$ cat src/conv_pkg.sv
// Package of register map, field positions and timing for the converter control block
// How it works
// [RULE1] Codes 001000-001111: gained pairs on inputs 0-3
// [RULE2] Codes 010000-010111: inputs 0-7 against input 1
// [RULE3] Codes 011000-011101: inputs 0-5 against input 2
// [RULE4] Code 011110 bandgap, 011111 ground
// [RULE5] Codes 100000-100111: single-ended inputs 8-15
// [RULE6] Codes 101000-101111: gained pairs on inputs 8-11
// [RULE7] Codes 110000-110111: inputs 8-15 against input 9
// [RULE8] Codes 111000-111101: inputs 8-13 against input 10
// [RULE9] Software never writes codes 111110 or 111111
// [RULE10] Control register index 0x7A, resets zero
// [RULE11] Enable bit powers converter up or down
// [RULE12] Clearing enable aborts a running conversion
// [RULE13] Single mode: each start launches one conversion
// [RULE14] Free-running: one start, conversions then continue
// [RULE15] First conversion after enable takes 25 cycles
// [RULE16] Start bit reads one while converting
// [RULE17] Writing zero to start is ignored
// [RULE18] Select msb from register B bit 3
// [RULE19] Select changes apply after current conversion
// [RULE20] Done flag set on completion, write-one clears
// [RULE21] Start ignored while converter is disabled
package conv_pkg;
	localparam logic [7:0]  IDX_CTRL_B    = 8'h7B;
	localparam logic [7:0]  IDX_CTRL_A    = 8'h7A;
	localparam logic [7:0]  IDX_MUX       = 8'h7C;
	localparam logic [7:0]  IDX_RESULT    = 8'h78;
	localparam logic [7:0]  IDX_STATUS    = 8'h80;
	localparam logic [31:0] ADDR_CTRL_B   = {22'h000000, IDX_CTRL_B, 2'b00};
	localparam logic [31:0] ADDR_CTRL_A   = {22'h000000, IDX_CTRL_A, 2'b00};
	localparam logic [31:0] ADDR_MUX      = {22'h000000, IDX_MUX, 2'b00};
	localparam logic [31:0] ADDR_RESULT   = {22'h000000, IDX_RESULT, 2'b00};
	localparam logic [31:0] ADDR_STATUS   = {22'h000000, IDX_STATUS, 2'b00};
	localparam int          EN_BIT        = 7;
	localparam int          START_BIT     = 6;
	localparam int          ATE_BIT       = 5;
	localparam int          FLAG_BIT      = 4;
	localparam int          MSB_BIT       = 3;
	localparam logic [7:0]  CTRL_RESET    = 8'h00;
	localparam logic [2:0]  TRIG_FREE     = 3'h0;
	localparam logic [5:0]  FIRST_CYCLES  = 6'h19;
	localparam logic [5:0]  NORM_CYCLES   = 6'h0D;
	localparam logic [1:0]  GAIN_1        = 2'h0;
	localparam logic [1:0]  GAIN_10       = 2'h1;
	localparam logic [1:0]  GAIN_200      = 2'h2;
	localparam logic [1:0]  RESP_OKAY     = 2'h0;
	localparam logic [1:0]  RESP_SLVERR   = 2'h2;
	typedef enum logic [2:0] {
		SRC_SINGLE,
		SRC_DIFF,
		SRC_BANDGAP,
		SRC_GROUND,
		SRC_RESERVED
	} src_kind_t;
endpackage : conv_pkg

$ cat src/channel_decode.sv
// Decoder from the 6-bit select code to input routing and gain
`timescale 1ns/100ps
`default_nettype none
module channel_decode
	import conv_pkg::*;
(
	input  wire logic [5:0] code,
	output src_kind_t       kind,
	output logic [3:0]      pos_input,
	output logic [3:0]      neg_input,
	output logic [1:0]      gain
);
	// Decode by code group
	always_comb
	begin
		kind      = SRC_DIFF;
		pos_input = 4'h0;
		neg_input = 4'h0;
		gain      = GAIN_1;
		case (code[5:3])
			3'h0:
			begin
				kind      = SRC_SINGLE;
				pos_input = {1'b0, code[2:0]};
			end
			3'h1, 3'h5:
			begin
				pos_input = {code[5], 1'b0, code[2], code[0]}; // [RULE1] [RULE6]
				neg_input = {code[5], 1'b0, code[2], 1'b0};
				gain      = code[1] ? GAIN_200 : GAIN_10;
			end
			3'h2:
			begin
				pos_input = {1'b0, code[2:0]}; // [RULE2]
				neg_input = 4'h1;
			end
			3'h3:
			begin
				if (code[2:1] == 2'h3)
				begin
					kind = code[0] ? SRC_GROUND : SRC_BANDGAP; // [RULE4]
				end
				else
				begin
					pos_input = {1'b0, code[2:0]}; // [RULE3]
					neg_input = 4'h2;
				end
			end
			3'h4:
			begin
				kind      = SRC_SINGLE;
				pos_input = {1'b1, code[2:0]}; // [RULE5]
			end
			3'h6:
			begin
				pos_input = {1'b1, code[2:0]}; // [RULE7]
				neg_input = 4'h9;
			end
			3'h7:
			begin
				if (code[2:1] == 2'h3)
				begin
					kind = SRC_RESERVED; // [RULE9]
				end
				else
				begin
					pos_input = {1'b1, code[2:0]}; // [RULE8]
					neg_input = 4'hA;
				end
			end
			default:
			begin
				kind = SRC_RESERVED;
			end
		endcase
	end
endmodule : channel_decode
`default_nettype wire

$ cat src/conv_sequencer.sv
// Conversion timer counting converter clock enables
`timescale 1ns/100ps
`default_nettype none
module conv_sequencer
	import conv_pkg::*;
(
	input  wire logic       aclk,
	input  wire logic       aresetn,
	input  wire logic       tick,
	input  wire logic       launch,
	input  wire logic       first,
	input  wire logic       abort,
	output logic            busy,
	output logic            done
);
	logic [5:0] left_r;
	// Count down the cycle budget of one conversion
	always_ff @(posedge aclk)
	begin
		if (!aresetn || abort)
		begin
			left_r <= 6'h00; // [RULE12]
			busy   <= 1'b0;
			done   <= 1'b0;
		end
		else if (launch)
		begin
			left_r <= first ? FIRST_CYCLES : NORM_CYCLES; // [RULE15]
			busy   <= 1'b1;
			done   <= 1'b0;
		end
		else
		begin
			done <= 1'b0;
			if (busy && tick)
			begin
				left_r <= left_r - 6'h01;
				if (left_r == 6'h01)
				begin
					busy <= 1'b0;
					done <= 1'b1;
				end
			end
		end
	end
endmodule : conv_sequencer
`default_nettype wire

$ cat src/adc_channel_mux_and_control.sv
// Top of the converter control block with its AXI4-Lite register slave
`timescale 1ns/100ps
`default_nettype none
module adc_channel_mux_and_control
	import conv_pkg::*;
(
	input  wire logic        aclk,
	input  wire logic        aresetn,
	input  wire logic [31:0] s_axi_awaddr,
	input  wire logic        s_axi_awvalid,
	output logic             s_axi_awready,
	input  wire logic [31:0] s_axi_wdata,
	input  wire logic [3:0]  s_axi_wstrb,
	input  wire logic        s_axi_wvalid,
	output logic             s_axi_wready,
	output logic [1:0]       s_axi_bresp,
	output logic             s_axi_bvalid,
	input  wire logic        s_axi_bready,
	input  wire logic [31:0] s_axi_araddr,
	input  wire logic        s_axi_arvalid,
	output logic             s_axi_arready,
	output logic [31:0]      s_axi_rdata,
	output logic [1:0]       s_axi_rresp,
	output logic             s_axi_rvalid,
	input  wire logic        s_axi_rready,
	input  wire logic [9:0]  conv_result,
	output logic             converter_enable,
	output logic             sample_active,
	output src_kind_t        active_kind,
	output logic [3:0]       active_pos,
	output logic [3:0]       active_neg,
	output logic [1:0]       active_gain,
	output logic [5:0]       input_channel_select
);
	import conv_pkg::*;

	logic [7:0]  ctrl_a_r;
	logic [7:0]  ctrl_b_r;
	logic [7:0]  mux_r;
	logic [9:0]  result_r;
	logic [5:0]  active_code_r;
	logic        first_pending_r;
	logic [6:0]  prescale_r;
	logic        tick;
	logic        busy;
	logic        done;
	logic        launch;
	logic        abort;
	logic        aw_held_r;
	logic        w_held_r;
	logic [31:0] awaddr_r;
	logic [31:0] wdata_r;
	logic [3:0]  wstrb_r;
	logic        wr_fire;
	logic        wr_ok;
	logic        hit_ctrl_a;
	logic        hit_ctrl_b;
	logic        hit_mux;
	logic [7:0]  wbyte;
	logic        start_write;
	logic        free_run;
	logic [5:0]  code_now;
	logic [6:0]  div_mask;
	src_kind_t   dec_kind;
	logic [3:0]  dec_pos;
	logic [3:0]  dec_neg;
	logic [1:0]  dec_gain;

	// Write channel capture; address and data taken in either order
	always_ff @(posedge aclk)
	begin
		if (!aresetn)
		begin
			aw_held_r <= 1'b0;
			w_held_r  <= 1'b0;
			awaddr_r  <= 32'h00000000;
			wdata_r   <= 32'h00000000;
			wstrb_r   <= 4'h0;
		end
		else if (wr_fire)
		begin
			aw_held_r <= 1'b0;
			w_held_r  <= 1'b0;
		end
		else
		begin
			if (s_axi_awvalid && s_axi_awready)
			begin
				aw_held_r <= 1'b1;
				awaddr_r  <= s_axi_awaddr;
			end
			if (s_axi_wvalid && s_axi_wready)
			begin
				w_held_r <= 1'b1;
				wdata_r  <= s_axi_wdata;
				wstrb_r  <= s_axi_wstrb;
			end
		end
	end

	assign s_axi_awready = !aw_held_r && !s_axi_bvalid;
	assign s_axi_wready  = !w_held_r && !s_axi_bvalid;
	assign wr_fire       = aw_held_r && w_held_r && !s_axi_bvalid;
	assign wbyte         = wdata_r[7:0];
	assign wr_ok         = wr_fire && wstrb_r[0];

	// Register hits of the captured write address; one word per register
	// Only byte lane 0 carries data, the upper lanes are ignored
	assign hit_ctrl_a = awaddr_r == ADDR_CTRL_A;
	assign hit_ctrl_b = awaddr_r == ADDR_CTRL_B;
	assign hit_mux    = awaddr_r == ADDR_MUX;

	// Write response; unmapped addresses answer SLVERR
	always_ff @(posedge aclk)
	begin
		if (!aresetn)
		begin
			s_axi_bvalid <= 1'b0;
			s_axi_bresp  <= RESP_OKAY;
		end
		else if (wr_fire)
		begin
			s_axi_bvalid <= 1'b1;
			s_axi_bresp  <= (hit_ctrl_a || hit_ctrl_b || hit_mux) ? RESP_OKAY : RESP_SLVERR;
		end
		else if (s_axi_bready)
		begin
			s_axi_bvalid <= 1'b0;
		end
	end

	// Start, abort and relaunch conditions
	// A zero in the start bit never reaches the timer, so it cannot stop it
	assign start_write = wr_ok && hit_ctrl_a && wbyte[START_BIT]; // [RULE17]
	assign free_run    = ctrl_a_r[ATE_BIT] && ctrl_b_r[2:0] == TRIG_FREE;
	assign abort       = busy && !ctrl_a_r[EN_BIT]; // [RULE12]
	assign launch      = (start_write && wbyte[EN_BIT] && !busy) || // [RULE13] [RULE21]
		(done && free_run && ctrl_a_r[EN_BIT]); // [RULE14]

	// Control register A
	always_ff @(posedge aclk)
	begin
		if (!aresetn)
		begin
			ctrl_a_r <= CTRL_RESET; // [RULE10]
		end
		else
		begin
			// Start bit is never stored; reads show the running conversion instead
			if (wr_ok && hit_ctrl_a)
			begin
				ctrl_a_r[EN_BIT]  <= wbyte[EN_BIT]; // [RULE11]
				ctrl_a_r[ATE_BIT] <= wbyte[ATE_BIT];
				ctrl_a_r[3:0]     <= wbyte[3:0];
				if (wbyte[FLAG_BIT])
				begin
					ctrl_a_r[FLAG_BIT] <= 1'b0; // [RULE20]
				end
			end
			if (done)
			begin
				ctrl_a_r[FLAG_BIT] <= 1'b1; // [RULE20]
			end
			ctrl_a_r[START_BIT] <= 1'b0;
		end
	end

	// Register B and multiplexer register
	always_ff @(posedge aclk)
	begin
		if (!aresetn)
		begin
			ctrl_b_r <= CTRL_RESET;
			mux_r    <= CTRL_RESET;
		end
		else if (wr_ok)
		begin
			if (hit_ctrl_b)
			begin
				ctrl_b_r <= {1'b0, wbyte[6], 2'b00, wbyte[3:0]};
			end
			if (hit_mux)
			begin
				mux_r <= wbyte;
			end
		end
	end

	assign code_now = {ctrl_b_r[MSB_BIT], mux_r[4:0]}; // [RULE18]

	// First-conversion marker, armed while disabled
	// A start written together with the enable still counts as the first
	always_ff @(posedge aclk)
	begin
		if (!aresetn)
		begin
			first_pending_r <= 1'b1;
		end
		else if (!ctrl_a_r[EN_BIT] && !(start_write && wbyte[EN_BIT]))
		begin
			first_pending_r <= 1'b1;
		end
		else if (launch)
		begin
			first_pending_r <= 1'b0; // [RULE15]
		end
	end

	// Latch the select code at launch, result at completion
	always_ff @(posedge aclk)
	begin
		if (!aresetn)
		begin
			active_code_r <= 6'h00;
			result_r      <= 10'h000;
		end
		else
		begin
			if (launch)
			begin
				active_code_r <= code_now; // [RULE19]
			end
			if (done)
			begin
				result_r <= conv_result;
			end
		end
	end

	// Converter clock divider from the three select bits
	always_comb
	begin
		case (ctrl_a_r[2:0])
			3'h0, 3'h1: div_mask = 7'h01;
			3'h2:       div_mask = 7'h03;
			3'h3:       div_mask = 7'h07;
			3'h4:       div_mask = 7'h0F;
			3'h5:       div_mask = 7'h1F;
			3'h6:       div_mask = 7'h3F;
			default:    div_mask = 7'h7F;
		endcase
	end

	// Prescaler restarts at each launch so every conversion sees whole periods
	always_ff @(posedge aclk)
	begin
		if (!aresetn || launch)
		begin
			prescale_r <= 7'h00;
		end
		else
		begin
			prescale_r <= prescale_r + 7'h01;
		end
	end

	assign tick = (prescale_r & div_mask) == div_mask;

	// Conversion timer
	conv_sequencer u_seq (
		.aclk    (aclk),
		.aresetn (aresetn),
		.tick    (tick),
		.launch  (launch),
		.first   (first_pending_r),
		.abort   (abort),
		.busy    (busy),
		.done    (done)
	);

	// Routing follows the code latched at launch, not the live registers
	channel_decode u_dec (
		.code      (active_code_r),
		.kind      (dec_kind),
		.pos_input (dec_pos),
		.neg_input (dec_neg),
		.gain      (dec_gain)
	);

	// Registered routing outputs
	always_ff @(posedge aclk)
	begin
		if (!aresetn)
		begin
			active_kind <= SRC_SINGLE;
			active_pos  <= 4'h0;
			active_neg  <= 4'h0;
			active_gain <= GAIN_1;
		end
		else
		begin
			active_kind <= dec_kind;
			active_pos  <= dec_pos;
			active_neg  <= dec_neg;
			active_gain <= dec_gain;
		end
	end

	assign converter_enable     = ctrl_a_r[EN_BIT];
	assign sample_active        = busy;
	assign input_channel_select = active_code_r;

	// Read channel
	// Only one read is accepted until its data has been taken
	assign s_axi_arready = !s_axi_rvalid;

	always_ff @(posedge aclk)
	begin
		if (!aresetn)
		begin
			s_axi_rvalid <= 1'b0;
			s_axi_rdata  <= 32'h00000000;
			s_axi_rresp  <= RESP_OKAY;
		end
		else if (s_axi_arvalid && s_axi_arready)
		begin
			s_axi_rvalid <= 1'b1;
			s_axi_rresp  <= RESP_OKAY;
			case (s_axi_araddr)
				ADDR_CTRL_A: s_axi_rdata <= {24'h000000, ctrl_a_r[7],
					busy, ctrl_a_r[5:0]}; // [RULE16]
				ADDR_CTRL_B: s_axi_rdata <= {24'h000000, ctrl_b_r};
				ADDR_MUX:    s_axi_rdata <= {24'h000000, mux_r};
				ADDR_RESULT: s_axi_rdata <= {22'h000000, result_r};
				ADDR_STATUS: s_axi_rdata <= {26'h0000000, active_code_r};
				default:
				begin
					s_axi_rdata <= 32'h00000000;
					s_axi_rresp <= RESP_SLVERR;
				end
			endcase
		end
		else if (s_axi_rready)
		begin
			s_axi_rvalid <= 1'b0;
		end
	end
endmodule : adc_channel_mux_and_control
`default_nettype wire

$ cat config.mk
export PLATFORM = sky130hd
export DESIGN_NAME = adc_channel_mux_and_control
export DESIGN_NICKNAME = d
export VERILOG_FILES = /design/src/conv_pkg.sv /design/src/channel_decode.sv /design/src/conv_sequencer.sv /design/src/adc_channel_mux_and_control.sv
export SDC_FILE = /design/constraint.sdc
export NUM_CORES = 1
export LEC_CHECK = 0
export CAP_MARGIN = 40
export CORE_AREA = 2 2 100 102
export CTS_CLUSTER_SIZE = 12
export DETAILED_ROUTE_END_ITERATION = 6
export DIE_AREA = 0 0 102 104
export DONT_BUFFER_PORTS = 1
export PLACE_DENSITY = 0.68
export SETUP_SLACK_MARGIN = 0.2
export SYNTH_ARGS = -nofsm -noshare
export SYNTH_HDL_FRONTEND = slang
export SYNTH_SLANG_ARGS = --single-unit
$ cat constraint.sdc
create_clock -name aclk -period 2.55 [get_ports aclk]
set_input_delay 0.255 -clock aclk [delete_from_list [all_inputs] [get_ports aclk]]
set_output_delay 0.255 -clock aclk [all_outputs]
set_load 0.005 [all_outputs]
==> metrics, run 1 <==
Post-Synth Simple-Gate Area approximately a quarter; unique cell type count in the Yosys netlist 52; final period utilization about nine tenths; Worst Setup Path Type in -> reg; TNS Setup 0 ns; slowest stage delay, CP 0.58 ns; Diodes inserted 0; Via density about 5.3; clock skew roughly 0.010 ns; post-synthesis mux area share under 10%; Die Y-Extent 104 um; Max IR drop VDD roughly 0.54 mV; Total GRT Usage a little under a quarter; Hold EP s_axi_rdata[3]; RD Place Congestion 0.805; CP Launch Type input port; layout cell share with drive strength beyond 1 9.54%; Crit path required time 3.01 ns; cts bufs inserted 17; Worst Reg-to-Reg Cells 7; worst-path fanout max 10; Clock Sinks about 120; number of flops mapped to enable cells by yosys 0; CP arrival approximately 2.8 ns; Final Cell Area 0.00661 mm2; Worst-path clk slew roughly 0.060 ns; initial core utilization 55.8%; num rows 36; CTS tree built; Clock Latency Late Sink between 0.5 and 0.6 ns; FF+latch count, synth ~120; Syn Area/Cell 8.96 um2; DRT iter0 DRCs between 200 and 250; Synth Area in Adders less than 1%; asr flop ratio synth 0%; FF/Latch Area approximately 0.0024 mm2; RSZ-0062 raised after global routing true; Final Max Tran Viols 0; YS warnings 0; WP buf/inv 3; Worst-Margin Slew around 0.57 ns; worst reg2reg startpoint s_axi_rvalid; main area contributors after synthesis dfxtp_1 45%, mux2i_1 8.1%, nand2_1 7.0%, a21boi_0 6.1%, nor2b_1 4.8%; placed insts about 710; net count reported at finish roughly 800; TritonRoute pass-1 iters 4; vias in the first global route between 4000 and 5000; post-synth top area share between 40% and 50%; Die Wd ~100 um; Multi-input gate area 0.00267 mm2; IO Port Bufs 0; DRC Markers 0; setup violators final 0; initial antenna violation count 0; CP Capture Type register; Clock Root Buffer clkbuf_8; largest net degree at the start of global routing 105; Synth Area in Compound Gates 13.3%; hpwl dp 8.03 mm; fmax around 0.43 GHz; critical path cell sequence dlygate4sd3_1, inv_1, a21oi_1, o2bb2ai_2, or3b_1, or2_2, o31ai_2, dlygate4sd3_1; largest family of logic cells by synthesized area simple AND/OR/NAND/NOR gates; die area about 0.011 mm2; placed instance area 0.00536 mm2; routed length per instance ~15 um; most numerous cell on the critical path dlygate4sd3_1; Hold Path Class in -> reg; Post-Syn Area roughly 0.0053 mm2; Reg-to-Reg End s_axi_rdata[7]; MaxCap Viol Count 0; number of cells on the worst hold path 3; cell taking the most area after synthesis dfxtp_1; Syn Inst Count about 590; core area ~0.0095 mm2; global-route wire length before repair about 20 mm; synthesis-to-layout area growth 24.1%; Crit-path slowest cell dlygate4sd3_1; static leakage around 2.5 nW; reg2reg setup slack roughly 0.24 ns; Tmin final 2.34 ns; DRT Wirelength around 12 mm; xor/xnor share of the synthesized area around 1.5%; status complete, no violations; Max-slew headroom 61.8%; CTS Buffer Depth 2; fin cells around 800; num ports approximately 180; Hold Startpoint s_axi_araddr[3]; H-tree Lvls 4; Fin. Hold Viols 0; gr ovfl total 0; register area share after synthesis 45.5%; Synth Flop Type dfxtp_1; # fillers roughly 800; Finished Core Util between 60% and 70%; antenna viol nets, final 0; Crit path max-delay family buffers and inverters; PwrDens about 700 mW/mm2; routed vias between 4000 and 5000
==> logic make-up after synthesis <==
kind of cell | count (synthesis)
adder cells (fa/ha/maj) | 3
multiplexers | 46
other | 1
XOR/XNOR | 9
flip-flops | 121
AO/OA/AOI/OAI | 102
AND/OR/NAND/NOR | 248
buffers and inverters | 64
==> area by class of cell <==
type                       instances  area share (%)
clock buffer                      18            6.32
sequential                       121            36.6
timing repair buffer              77            11.3
inverter                           9           0.511
multi-input combinational        433            40.3
clock inverter                    13            2.35
tap                              133            2.52
==> worst max-delay path by stage <==
| stage | start | end | slack (ns) | depth (start not counted) |
|---|---|---|---|---|
| floorplan | s_axi_bvalid | first_pending_r | 0.40 | 7 |
| global placement | awaddr_r[26] | prescale_r[2] | 0.38 | 6 |
| detailed placement | awaddr_r[26] | prescale_r[2] | 0.37 | 6 |
| CTS | s_axi_araddr[4] | s_axi_rdata[7] | 0.25 | 8 |
| global route | s_axi_rvalid | s_axi_rdata[7] | 0.12 | 7 |
| finish | s_axi_araddr[4] | s_axi_rdata[7] | 0.21 | 8 |
==> routing by layer <==
layer	GRT usage, %	up-vias	share of wire (%)
li1	-	2128	-
met1	30.1	2030	44
met2	38.3	125	49
met3	6.32	18	5.1
met4	8.10	0	1.3
met5	0	-	0
==> cells in the mapped netlist (all sizes together) (3+ instances only) <==
library cell and n:
nor2 28, nand2 100, nor3b 7, and3 6
xor2 5, dfxtp 121, a21oi 21, o21a 3
and2 4, nand3 14, inv 9, xnor2 4
clkbuf 24, o21ai 14, a21boi 43, nor3 8
nand4 5, mux2 3, nor4 18, a31oi 4
nand2b 3, buf 31, nor2b 41, nand4b 3
ha 3, mux2i 43, o31ai 4, a2bb2oi 4
==> stage by stage <==
step / hold WS, ns / setup slack [ns] / total power, mW
5_1_grt: 0.0306 / 0.119 / 4.80
2_1_floorplan: 0.393 / 0.402 / 2.24
6_report: 0.0321 / 0.214 / 4.62
4_1_cts: 0.0148 / 0.251 / 4.65
3_5_place_dp: 0.332 / 0.368 / 2.24
3_3_place_gp: 0.328 / 0.381 / 2.23
==> sequential cells by signal (all words and copies together), names as in the netlist, 5 cells and up <==
| register | count |
|---|---|
| awaddr_r | 32 |
| result_r | 10 |
| s_axi_rdata | 10 |
| mux_r | 8 |
| wdata_r | 8 |
| ctrl_a_r | 7 |
| prescale_r | 7 |
| input_channel_select | 6 |
| u_seq.left_r | 6 |
| ctrl_b_r | 5 |
==> what timing repair did <==
action	CTS	global route
endpoints found under the hold margin	113	0
endpoints found under the setup margin	0	25
gates resized for setup	0	3
hold buffers	58	0
buffers inserted	0	8
==> worst register-to-register path: stages (launching register included) <==
cell	delay [ns]
dfxtp_1	0.36
nor2b_1	0.14
buf_4	0.15
nand2_1	0.10
or3b_1	0.38
or2_2	0.34
o31ai_2	0.22
dlygate4sd3_1	0.58
==> cell usage in the layout, fill, tap and decap left out, drive strengths merged, types with 5 or more instances in the layout <==
cell and count:
nand4 5, nor3 8, xor2 5, nor3b 7, nand2 100, mux2i 43, clkinv 7, nor2 28
and3 6, dfxtp 121, a21oi 21, nor2b 41, buf 20, conb 25, clkbuf 18, nor4 18
nand3 14, a21boi 43, dlygate4sd3 57, inv 9, o21ai 14
==> power breakdown <==
part,total [mW],switching (mW),internal (mW)
Combinational,0.308,0.158,0.150
Sequential,2.00,0.0491,1.95
Clock,2.31,0.841,1.47
(Power assumes the default switching activity.)
==> run 2: changes to the inputs <==
==> constraint.sdc (replaced) <==
create_clock -name aclk -period 2.82 [get_ports aclk]
set_input_delay 0.282 -clock aclk [delete_from_list [all_inputs] [get_ports aclk]]
set_output_delay 0.282 -clock aclk [all_outputs]
set_load 0.005 [all_outputs]
==> run 2 against run 1 <==
Register-to-register slack gained 0.35 ns. Sequential power shrank 9.5%. Total power shrank 14%. Critical endpoint is now mux_r[1]. Sequential share of layout area grew 1.1 points. Cell area shrank 2.8%. Combinational power shrank 12%.
==> metrics, run 2 (synthesis results as in run 1) <==
total power about 4.0 mW; initial antenna violation count 0; Max IR drop VDD 0.356 mV; TritonRoute pass-1 iters 4; GR Util met2 between 30% and 40%; number of cells on the worst hold path 2; Clock Sinks 121; CTS tree built; core area roughly 0.0095 mm2; Die Y-Extent 104 um; RSZ-0062 raised after global routing false; MaxCap Viol Count 0; cts bufs inserted 17; hpwl dp approximately 8.0 mm; DRT iter0 DRCs 228; Final Max Tran Viols 0; met3 Use GR under 10%; Worst-path clk slew approximately 0.06 ns; gr ovfl total 0; IO Port Bufs 0; vias in the first global route around 4000; Hold Startpoint s_axi_araddr[2]; Total GRT Usage between 20% and 30%; Diodes inserted 0; # fillers just over 800; post-CTS sizing 0; RD Place Congestion roughly 0.8; Fin Hold WS 0.0203 ns; Fin. Hold Viols 0; Clock Root Buffer clkbuf_8; Worst Setup Path Type reg -> reg; Hold Path Class in -> reg; setup violators final 0; die area between 0.01 and 0.015 mm2; layout cell share with drive strength beyond 1 6.70%; PwrDens ~600 mW/mm2; global-route wire length before repair about 20 mm; fmax between 0.4 and 0.5 GHz; FF/Latch Area between 0.002 and 0.0025 mm2; Multi-input gate area between 0.002 and 0.003 mm2; most frequent cells in the layout 121 x dfxtp_1, 100 x nand2_1, 57 x dlygate4sd3_1; worst reg2reg startpoint awaddr_r[19]; CTS Buffer Depth 2; Tmin final ~2.2 ns; Max-slew headroom a little over half; DRT Wirelength between 10 and 15 mm; static leakage 2.36 nW; Worst-Margin Slew ~0.7 ns; commonest non-fill, non-tap cell in the layout dfxtp_1; synthesis-to-layout area growth 20.7%; Clock Latency Late Sink 0.51 ns; num rows 36; net count reported at finish 765; met1 Track Usage GR between 30% and 40%; antenna viol nets, final 0; final period utilization about four fifths; GR peak layer met2; worst-path fanout max 8; largest registers awaddr_r (32), result_r (10), s_axi_rdata (10); Biggest register awaddr_r; Worst Reg-to-Reg Cells 6; Hold EP s_axi_rdata[5]; clock skew 0.00890 ns; routed length per instance between 15 and 20 um; initial core utilization a little under three fifths; TNS Setup 0 ns; placed instance area 0.00532 mm2; num ports 179; CP arrival approximately 2.6 ns; DRC Markers 0; Final Cell Area approximately 0.0064 mm2; Die Wd between 100 and 150 um; largest net degree at the start of global routing slightly above 100; reg2reg setup slack 0.59 ns; Via density between 5 and 6; routed vias 4231; Reg-to-Reg End mux_r[1]; status complete, no violations; CP Launch Type register; Crit path required time around 3.2 ns; max reg flops 32; H-tree Lvls 4; CP Capture Type register
==> run 2: cell types whose count changed in the layout (fill, tap and decap cells not counted), moves of 2 or more <==
| cell | change |
|---|---|
| clkinv_2 | +2 |
| bufinv_16 | -2 |
| buf_4 | -14 |
| clkbuf_1 | +3 |
| clkinv_4 | -2 |
==> run 2: worst max-delay path, cell delays in order, from the launching register on <==
cell	delay [ns]
dfxtp_1	0.32
nor4_1	0.34
nand4_1	0.28
nor3_1	0.31
and3_1	0.55
mux2i_1	0.25
nor2b_1	0.06
==> run 2: worst max path at each step <==
stage,end,slack [ns],start,cells past startpoint
floorplan,first_pending_r,0.67,s_axi_bvalid,7
global placement,mux_r[7],0.61,awaddr_r[26],6
detailed placement,mux_r[1],0.61,awaddr_r[19],6
CTS,mux_r[1],0.59,awaddr_r[19],6
global route,mux_r[4],0.32,awaddr_r[26],6
finish,mux_r[1],0.59,awaddr_r[19],6
==> run 2: where the power goes <==
part / total, mW / switching [mW] / internal (mW)
registers: 1.81 / 0.0445 / 1.77
logic: 0.270 / 0.139 / 0.131
clock network: 1.88 / 0.730 / 1.15
==> run 2: stage by stage <==
step / cells / setup WS, ns / util, %
2_1_floorplan: 618 / 0.672 / -
3_3_place_gp: 700 / 0.615 / 55.5
3_5_place_dp: 701 / 0.606 / 55.7
4_1_cts: 790 / 0.594 / 67.3
5_1_grt: 790 / 0.323 / 67.3
6_report: 790 / 0.591 / 67.3
==> run 2: layout make-up <==
class                           count  share of cell area, %
Clock buffer                       21                   6.68
Multi-Input combinational cell    433                   41.2
Timing Repair Buffer               63                   10.0
Inverter                            9                  0.526
Clock inverter                     10                   1.25
Sequential cell                   121                   37.7
Tap cell                          133                   2.59
==> run 2: repair_timing <==
item / 4_1_cts / 5_1_grt
endpoints found under the hold margin: 105 / 0
buffers inserted: 0 / 0
endpoints found under the setup margin: 0 / 0
hold buffers: 58 / 0
==> run 2: routing by layer <==
metal  share of wire, %  wire length (um)
met1                 46              5600
met2                 49              5900
met3                4.4               531
met4                1.1               132
met5                  0                 0
